$ cat config.mk
export PLATFORM = sky130hd
export DESIGN_NAME = thresh_mon_port
export DESIGN_NICKNAME = d
export VERILOG_FILES = /design/src/design/thresh_mon_port.v
export VERILOG_INCLUDE_DIRS = /design/src /design/src/design
export SDC_FILE = /design/constraint.sdc
export NUM_CORES = 1
export LEC_CHECK = 0
export BUFFER_PORTS_ARGS = -buffer_cell sky130_fd_sc_hd__buf_4
export CAP_MARGIN = 25
export CORE_ASPECT_RATIO = 0.9
export CORE_MARGIN = 8
export CORE_UTILIZATION = 50
export CTS_CLUSTER_DIAMETER = 100
export CTS_CLUSTER_SIZE = 25
export DETAILED_ROUTE_END_ITERATION = 8
export HOLD_SLACK_MARGIN = 0.15
export PLACE_DENSITY = 0.66
export SLEW_MARGIN = 20
export SYNTH_ARGS = -nofsm -noshare
export SYNTH_HDL_FRONTEND = slang
export SYNTH_SLANG_ARGS = --single-unit
$ cat constraint.sdc
create_clock -name core_clk -period 19.7 [get_ports core_clk]
set_input_delay 4.925 -clock core_clk [delete_from_list [all_inputs] [get_ports core_clk]]
set_output_delay 4.925 -clock core_clk [all_outputs]
set_load 0.05 [all_outputs]
$ cat src/design/thresh_mon_regs.vh
// Register offsets, field positions, reset values and state codes for the
// discrete threshold-monitor handshake port.
// Assumes a 32-bit Avalon-MM slave with word-aligned byte addresses.
`ifndef THRESH_MON_REGS_VH
`define THRESH_MON_REGS_VH

// ------------------------------------------------------------------
// Register byte offsets
// ------------------------------------------------------------------
`define TM_CTRL_OFS 8'h00
`define TM_STATE_OFS 8'h04
`define TM_IRQ_STAT_OFS 8'h08
`define TM_IRQ_MASK_OFS 8'h0C
`define TM_COND_IDX_OFS 8'h10
`define TM_COND_DATA_OFS 8'h14
`define TM_ZERO_CNT_OFS 8'h18

// ------------------------------------------------------------------
// Control fields (command bits self-clear)
// ------------------------------------------------------------------
`define TM_CTRL_SAVE 0
`define TM_CTRL_RELOAD 1
`define TM_CTRL_ZERO 2
`define TM_CTRL_PAUSE 3
`define TM_CTRL_SWERR 4
`define TM_CTRL_RESET 32'h00000000

// ------------------------------------------------------------------
// Condition entry fields: select code, result code, enable
// ------------------------------------------------------------------
`define TM_COND_SEL_LSB 0
`define TM_COND_RES_LSB 4
`define TM_COND_EN 8

// ------------------------------------------------------------------
// Interrupt bits
// ------------------------------------------------------------------
`define TM_IRQ_HIT 0
`define TM_IRQ_ZERO 1
`define TM_IRQ_FAULT 2
`define TM_IRQ_RESET 3'h0

// ------------------------------------------------------------------
// Handshake states
// ------------------------------------------------------------------
`define TM_ST_IDLE 2'h0
`define TM_ST_SCAN 2'h1
`define TM_ST_PRESENT 2'h2
`define TM_ST_HOLD 2'h3

`endif

$ cat src/design/thresh_mon_port.v
// Discrete handshake port of a force/torque controller with register
// access over Avalon-MM. Discrete pins are slow asynchronous levels;
// condition truth comes from the threshold engine on core_clk.
//
// What this block does
// - The four select lines form one 4-bit code choosing conditions to scan.
// - Select lines are latched only on a rising edge of scan request.
// - Each zeroing strobe rising edge runs exactly one zeroing operation.
// - Fault-free line is high normally and low while any error exists.
// - Only conditions whose select code equals the latched code are evaluated.
// - While scan request is high, scan repeatedly and present true results.
// - Several triggered conditions present the bitwise OR of their codes.
// - Result-valid rises only after the result code is on the lines.
// - Scanning halts while result-valid is high, freezing the result.
// - Scan request low clears the result and drops result-valid.
// - Conditions live in working storage, reloaded from saved copy on reset.
// - Fault-free drops together with the error indicator, e.g. on saturation.
// - A flow-control pause stalls the handshake; timing is then unbounded.
`timescale 1ns/1ps
`include "thresh_mon_regs.vh"

module thresh_mon_port #(
  parameter NUM_COND = 16,
  parameter IDX_W = 4
) (
  // Clock and synchronous reset.
  input wire core_clk,
  input wire rst,
  // Avalon-MM slave.
  input wire [7:0] address,
  input wire read,
  input wire write,
  input wire [31:0] writedata,
  output reg [31:0] readdata,
  output reg waitrequest,
  // Discrete pins from the external controller.
  input wire [3:0] selectIn,
  input wire scanReq,
  input wire zeroStrobe,
  // Discrete pins to the external controller.
  output reg [3:0] resultOut,
  output reg resultValid,
  output reg faultFree,
  // Threshold engine side.
  input wire [NUM_COND-1:0] condTrue,
  input wire sensorSaturated,
  output reg zeroOffsetCmd,
  output reg saveWorkingStoreCmd,
  output reg errorLed,
  output reg irq
);

  // ------------------------------------------------------------------
  // Storage and state
  // ------------------------------------------------------------------
  reg [8:0] workStore_q [0:NUM_COND-1];
  reg [8:0] savedStore_q [0:NUM_COND-1];
  reg [3:0] selSync1_q, selSync2_q;
  reg [1:0] scanSync_q, zeroSync_q;
  reg scanPrev_q, zeroPrev_q;
  reg [3:0] selLatched_q;
  reg [1:0] state_q;
  reg pause_q, swErr_q;
  reg [2:0] irqStat_q, irqMask_q;
  reg [IDX_W-1:0] condIdx_q;
  reg [15:0] zeroCnt_q;
  reg saveReq_q, reloadReq_q, zeroReq_q, faultPrev_q;
  reg [3:0] hitAcc;
  wire scanLvl = scanSync_q[1];
  wire scanRise = scanSync_q[1] & ~scanPrev_q;
  wire zeroRise = zeroSync_q[1] & ~zeroPrev_q;
  wire wrAck = write & ~waitrequest;
  wire errNow = sensorSaturated | swErr_q;
  wire hitEvt = (state_q == `TM_ST_PRESENT);
  wire zeroEvt = zeroRise | zeroReq_q;
  wire faultEvt = errNow & ~faultPrev_q;
  wire [2:0] irqEvt = {faultEvt, zeroEvt, hitEvt};
  // Each loop has its own index, so no variable is written by both the
  // combinational scan and the clocked storage process.
  integer i;
  integer j;

  // Address match helper shared by read and write decode.
  function isReg;
    input [7:0] a;
    input [7:0] ofs;
    begin
      isReg = (a == ofs);
    end
  endfunction

  // ------------------------------------------------------------------
  // Input synchronisers
  // ------------------------------------------------------------------
  // The first stage feeds only the second; edges are taken on stage two.
  always @(posedge core_clk)
  begin
    selSync1_q <= selectIn;
    selSync2_q <= selSync1_q;
    scanSync_q <= {scanSync_q[0], scanReq};
    zeroSync_q <= {zeroSync_q[0], zeroStrobe};
    if (rst)
    begin
      scanPrev_q <= 1'b0;
      zeroPrev_q <= 1'b0;
    end
    else
    begin
      // Held while paused, so a request that rises during a pause is
      // still seen as an edge once the state machine runs again.
      if (!pause_q)
        scanPrev_q <= scanSync_q[1];
      zeroPrev_q <= zeroSync_q[1];
    end
  end

  // ------------------------------------------------------------------
  // Condition evaluation
  // ------------------------------------------------------------------
  // All entries are compared in parallel, so one cycle is one full scan.
  always @*
  begin
    hitAcc = 4'h0;
    for (i = 0; i < NUM_COND; i = i + 1)
    begin
      if (workStore_q[i][`TM_COND_EN] && condTrue[i] &&
          workStore_q[i][`TM_COND_SEL_LSB +: 4] == selLatched_q)
        hitAcc = hitAcc | workStore_q[i][`TM_COND_RES_LSB +: 4];
    end
  end

  // ------------------------------------------------------------------
  // Handshake state machine
  // ------------------------------------------------------------------
  // Scan request is trusted to follow the controller's ordering; a rise
  // while results are held is ignored until the line falls again.
  always @(posedge core_clk)
  begin
    if (rst)
    begin
      state_q <= `TM_ST_IDLE;
      selLatched_q <= 4'h0;
      resultOut <= 4'h0;
      resultValid <= 1'b0;
    end
    else if (!pause_q)
    begin
      case (state_q)
        `TM_ST_IDLE:
        begin
          if (scanRise)
          begin
            selLatched_q <= selSync2_q;
            state_q <= `TM_ST_SCAN;
          end
        end
        `TM_ST_SCAN:
        begin
          if (!scanLvl)
            state_q <= `TM_ST_IDLE;
          else if (hitAcc != 4'h0)
          begin
            resultOut <= hitAcc;
            state_q <= `TM_ST_PRESENT;
          end
        end
        `TM_ST_PRESENT:
        begin
          resultValid <= 1'b1;
          state_q <= `TM_ST_HOLD;
        end
        `TM_ST_HOLD:
        begin
          // No scanning here, so the presented code cannot move.
          if (!scanLvl)
          begin
            resultOut <= 4'h0;
            resultValid <= 1'b0;
            state_q <= `TM_ST_IDLE;
          end
        end
        default:
          state_q <= `TM_ST_IDLE;
      endcase
    end
  end

  // ------------------------------------------------------------------
  // Zeroing, health and error indicator
  // ------------------------------------------------------------------
  // Both fault outputs come from the same term and switch in one cycle.
  always @(posedge core_clk)
  begin
    if (rst)
    begin
      zeroOffsetCmd <= 1'b0;
      zeroCnt_q <= 16'h0000;
      faultFree <= 1'b1;
      errorLed <= 1'b0;
      faultPrev_q <= 1'b0;
    end
    else
    begin
      zeroOffsetCmd <= zeroEvt;
      if (zeroEvt)
        zeroCnt_q <= zeroCnt_q + 16'h0001;
      faultFree <= ~errNow;
      errorLed <= errNow;
      faultPrev_q <= errNow;
    end
  end

  // ------------------------------------------------------------------
  // Working and saved condition storage
  // ------------------------------------------------------------------
  // The saved copy has no reset so it survives reset like permanent memory.
  always @(posedge core_clk)
  begin
    for (j = 0; j < NUM_COND; j = j + 1)
    begin
      if (rst || reloadReq_q)
        workStore_q[j] <= savedStore_q[j];
      else if (wrAck && isReg(address, `TM_COND_DATA_OFS) && condIdx_q == j)
        workStore_q[j] <= writedata[8:0];
      if (!rst && saveReq_q)
        savedStore_q[j] <= workStore_q[j];
    end
  end

  // ------------------------------------------------------------------
  // Register bus slave and interrupts
  // ------------------------------------------------------------------
  // One wait cycle per access; unmapped reads return zero, writes drop.
  always @(posedge core_clk)
  begin
    if (rst)
    begin
      waitrequest <= 1'b1;
      readdata <= 32'h00000000;
      pause_q <= 1'b0;
      swErr_q <= 1'b0;
      irqStat_q <= `TM_IRQ_RESET;
      irqMask_q <= `TM_IRQ_RESET;
      condIdx_q <= {IDX_W{1'b0}};
      saveReq_q <= 1'b0;
      reloadReq_q <= 1'b0;
      zeroReq_q <= 1'b0;
      saveWorkingStoreCmd <= 1'b0;
      irq <= 1'b0;
    end
    else
    begin
      // The master must hold its request until it samples this low.
      waitrequest <= ~((read | write) & waitrequest);
      saveReq_q <= wrAck && isReg(address, `TM_CTRL_OFS) && writedata[`TM_CTRL_SAVE];
      reloadReq_q <= wrAck && isReg(address, `TM_CTRL_OFS) && writedata[`TM_CTRL_RELOAD];
      zeroReq_q <= wrAck && isReg(address, `TM_CTRL_OFS) && writedata[`TM_CTRL_ZERO];
      saveWorkingStoreCmd <= saveReq_q;
      if (wrAck && isReg(address, `TM_CTRL_OFS))
      begin
        pause_q <= writedata[`TM_CTRL_PAUSE];
        swErr_q <= writedata[`TM_CTRL_SWERR];
      end
      if (wrAck && isReg(address, `TM_IRQ_MASK_OFS))
        irqMask_q <= writedata[2:0];
      if (wrAck && isReg(address, `TM_COND_IDX_OFS))
        condIdx_q <= writedata[IDX_W-1:0];
      // A new event in the clearing cycle wins over the write of one.
      if (wrAck && isReg(address, `TM_IRQ_STAT_OFS))
        irqStat_q <= (irqStat_q & ~writedata[2:0]) | irqEvt;
      else
        irqStat_q <= irqStat_q | irqEvt;
      irq <= |(irqStat_q & irqMask_q);
      if (read && waitrequest)
      begin
        if (isReg(address, `TM_CTRL_OFS))
          readdata <= {27'h0, swErr_q, pause_q, 3'h0};
        else if (isReg(address, `TM_STATE_OFS))
          readdata <= {16'h0, faultFree, resultValid, state_q,
            selLatched_q, resultOut, selSync2_q};
        else if (isReg(address, `TM_IRQ_STAT_OFS))
          readdata <= {29'h0, irqStat_q};
        else if (isReg(address, `TM_IRQ_MASK_OFS))
          readdata <= {29'h0, irqMask_q};
        else if (isReg(address, `TM_COND_IDX_OFS))
          readdata <= {{(32-IDX_W){1'b0}}, condIdx_q};
        else if (isReg(address, `TM_COND_DATA_OFS))
          readdata <= {23'h0, workStore_q[condIdx_q]};
        else if (isReg(address, `TM_ZERO_CNT_OFS))
          readdata <= {16'h0, zeroCnt_q};
        else
          readdata <= 32'h00000000;
      end
    end
  end

endmodule // thresh_mon_port

# ---- Word-level counts from Yosys, hierarchy flattened
# Memory sizes are Yosys's and may differ from the RTL's. A register that Yosys moved wholly into a read port is not among the register bits.
# Cells that the tools add are included.
dict set report totals {
  register_bits 94
  ramBits 288
  input_bits 67
  output_inout_bits 43
  elab_cells 301
  memories 2
}
# name depth width read_ports rd_clocked_by_memory_dff write_ports line_no
set memory_table {}
lappend memory_table {savedStore_q 16 9 16 0 16 thresh_mon_port.v:57} ;# reg [8:0] savedStore_q [0:NUM_COND-1];
lappend memory_table {workStore_q 16 9 17 1 16 thresh_mon_port.v:56} ;# reg [8:0] workStore_q [0:NUM_COND-1];
dict set report classes {
  add_sub_neg 1
  eq_ne 45
  n_mux 105
  bitwise 51
  n_reduce_logical 71
}
# operator count
set op_table {}
lappend op_table {{9-bit two-way mux} 16}
lappend op_table {{16-bit two-way mux} 7}
lappend op_table {{4-bit two-way mux} 21}
lappend op_table {{4-bit equality test} 16}
lappend op_table {{4-bit bitwise OR} 15}
lappend op_table {{1-bit logical AND} 58}
lappend op_table {{1-bit two-way mux} 53}
lappend op_table {{4-bit equality test, second input constant} 8}
lappend op_table {{8-bit by 5-bit equality test with 1-bit output, second input constant} 3}
lappend op_table {{1-bit bitwise OR} 19}
lappend op_table {{16-bit by 1-bit adder with 16-bit output, second input constant} 1}
lappend op_table {{4-bit by 3-bit equality test with 1-bit output, second input constant} 4}
lappend op_table {{8-bit by 4-bit equality test with 1-bit output, second input constant} 2}
lappend op_table {{4-bit by 2-bit equality test with 1-bit output, second input constant} 2}
lappend op_table {{8-bit by 3-bit equality test with 1-bit output, second input constant} 1}
lappend op_table {{8-bit logical NOT} 1}
lappend op_table {{2-bit two-way mux} 4}
lappend op_table {{2-bit != test, second input constant} 4}
lappend op_table {{2-bit one-hot mux with 4 select lines} 1}
lappend op_table {{4-bit one-hot mux with 2 select lines} 1}
lappend op_table {{1-bit inverter} 7}
lappend op_table {{3-bit bitwise AND} 2}
lappend op_table {{3-bit bitwise OR} 2}
lappend op_table {{3-bit AND reduction} 2}
lappend op_table {{other kinds (17)} 23}

# ---- Logic depth before layout (Yosys ltp)
# An unclocked memory read counts as a cell.
dict set report depth {
  ltp_word 38
  depth_mapped 10
  mapped_depth_nobuf 8
}

# ---- Worst setup path after synthesis
# Ideal clock, no wire load.
dict set report synth_path {
  path_type {input -> register}
  startpoint {input rst}
  endpoint {memory savedStore_q[0][0] (enable)}
  setup_time_ns 0.667
  arrival_ns 11.582
  required_time_ns 19.033
  slack_ns 7.450
  cell_stages 3
  path_buffers 2
  path_cell_list {clkbuf_1 clkbuf_1 nor2b_1}
}
# item line_no
set synth_rtl {}
lappend synth_rtl {{from (decl)} thresh_mon_port.v:28} ;# input wire rst,
lappend synth_rtl {{to (decl)} thresh_mon_port.v:57}

==> flow_summary.toml <==
[outcome]
outcome = "finished clean"

[sta]
drv_slew = 0
skew_ns = 0.01699
finalSetupTns_ns = 0
tightest_slew_ns = 1.149
relSlewSlack = 0.2272
finalCritPeriodShare = 0.3679
grt_setup_unrepaired = "no"
hold_violations = 0
clock.fmax_ghz = 0.1380
setup_viol = 0
min_period_ns = 7.248
setup_slack_ns = 12.45

[logic_synthesis]
postSynthCellCount = 1155
yosysSeqAreaShare = 0.6158
asyncSetResetFlopFracSynth = 0
ys_ff_latch = 370
synthFlopType = "edfxtp_1"
synth_enable_flop_cells = 288
yosysWarnings = 0
syn_area_mm2 = 0.01671
syn_area_per_cell_um2 = 14.47
ys_types = 63

[cts]
cts_tree = "done"
htree_levels = 1
clkSinkCount = 370
cts_setup_buffers = 0
hold_buffers = 0
cts-root-buf = "clkbuf_16"
cts_resized = 0
cts.clk_slew.worst_paths_ns = 0.10
clockBufferDepth = 3
clock_latency_ns = 0.54
cts_made_buffers = 18

[layout]
register_area_mm2 = 0.01029
n_antenna_cell = 0
final.fill_count = 2667
drive_gt1_frac = 0.2549
area_growth_pct = 8.199
mostFrequentLayoutCells = "edfxtp_1 (288), mux2_2 (145), nor2_1 (95)"
multi_input_area_mm2 = 0.005914
layout_commonest_cell = "edfxtp_1"
nNetsFinal = 1280

[power_and_ir_drop]
irDropWorstVdd_mv = 0.05947
cellLeakagePower_nw = 5.909
powerDensity_mw_per_mm2 = 77.10

[global_route]
grt_pass1_vias = 9828
grt.total_usage = 0.2202
antenna_found_initial = 2
grt_first_pass_wirelength_um = 65950
grt_overflow = 0
grt_max_degree = 145

[critical_path]
critPathMaxFanout = 61
cp-start-kind = "input port"
end_kind = "register"
path_class = "in -> reg"
regToRegSetupSlack_ns = 15.69
worstPathArrival_ns = 7.53
worstPathRequired_ns = 19.98

[detailed_routing]
viasPerCell = 6.276
drtIter0Drc = 1297
routed_wirelength_um = 44410
wl_per_cell_um = 26.98
drc = 0
drt_first_pass_iters = 5
via_count = 10330
ant_nets = 0

[place]
pre_cts_ws_ns = 11.95
io_buffers = 70
gp_congestion = 0.9290
hpwl_um = 30340

[floorplan]
core_mm2 = 0.03295
die_w_um = 208.7
start_util = 0.5071
die_h_um = 189.4
placement_rows = 63
ios = 110
dieArea_mm2 = 0.03953

[run]
drv_cap = 0

[hold_path]
worstHoldPathType = "reg -> reg"
-- critical path, stage by stage --
cell and delay [ns]:
buf_4 0.32, nor2_1 0.77, nand4_1 0.47, nor2_2 0.62, mux2_2 0.41
-- power breakdown --
| group | leakage, nW | switching [mW] | internal (mW) | total (mW) |
|---|---|---|---|---|
| Combinational | 2.28 | 0.0687 | 0.0332 | 0.102 |
| Sequential | 3.37 | 0.0160 | 0.849 | 0.865 |
| Clock | 0.253 | 0.243 | 0.183 | 0.427 |
-- through the flow --
step                      instances  hold slack (ns)  instance area (um2)    util  total power, mW
final                          1646           0.3370                18080  0.5487            1.394
after global routing           1646           0.3546                18080  0.5487            1.435
after CTS                      1646           0.3442                18080  0.5487            1.401
after detailed placement       1614           0.3186                17550  0.5327           0.9835
after global placement         1614           0.3147                17550  0.5327           0.9823
after floorplan                1170           0.3096                16770       -           0.9442
-- registers in the layout (all words and copies together) (netlist names), 2 cells and up, named ones only --
signal and cells:
irqMask_q 3, scanSync_q 2, workStore_q 144, selSync1_q 4, resultOut 4, selSync2_q 4, condIdx_q 4, selLatched_q 4
zeroSync_q 2, irqStat_q 3, savedStore_q 144, zeroCnt_q 16, readdata 16
-- path summary, 6_finish.rpt --
path	startpoint	to	cells past startpoint
hold reg to reg	zeroSync_q[0]	zeroSync_q[1]	0
hold / removal	zeroSync_q[0]	zeroSync_q[1]	0
setup reg to reg	selLatched_q[1]	resultOut[3]	8
setup / recovery	rst	workStore_q[15][4]	5
-- cells by family after synthesis --
| group | after synthesis | synth area share |
|---|---|---|
| AND/OR/NAND/NOR | 299 | 0.09337 |
| flip-flops | 370 | 0.6158 |
| other | 1 | 0.0002244 |
| buffers and inverters | 100 | 0.03444 |
| multiplexers | 204 | 0.1721 |
| AO/OA/AOI/OAI | 109 | 0.04605 |
| XOR/XNOR | 71 | 0.03721 |
| adder cells (fa/ha/maj) | 1 | 0.0007487 |
-- layout make-up --
type	instances	share of cell area
inverters	29	0.006021
clock inverters	1	0.0003460
repair buffers	93	0.03931
well taps	422	0.02920
clock buffers	31	0.02879
flip-flops and latches	370	0.5692
multi-input cells	700	0.3271
-- layer usage --
layer | up-vias | wire length, um | track usage
met1 | 5314 | 20040 | 0.3272
met2 | 448 | 20040 | 0.3362
li1 | 4501 | - | -
met3 | 65 | 3480 | 0.04099
met4 | 2 | 840 | 0.04171
met5 | - | 11 | 0
-- cells in the mapped netlist (all sizes together) (5+ instances only) --
library cell,count,area [um2]
clkbuf,30,112.6
a222oi,6,60.06
o21ai,36,180.2
edfxtp,288,8648
and2,5,31.28
xnor2,58,508.0
nand2b,8,50.05
or3,8,50.05
nand2,39,153.9
and4,5,46.29
and3,7,43.79
a21oi,19,95.09
nand3,34,185.2
or2,6,37.54
nor4,5,43.79
mux4,45,1104
nor2b,9,56.30
a211oi,10,80.07
mux2,145,1633
mux2i,14,140.1
dfxtp,82,1642
buf,41,354.1
nor3,39,221.5
inv,29,108.9
nand4,29,181.4
a221oi,7,61.31
nor2,99,381.6
xor2,13,113.9
a2111oi,16,158.9
Power figures use the tool's default switching activity.
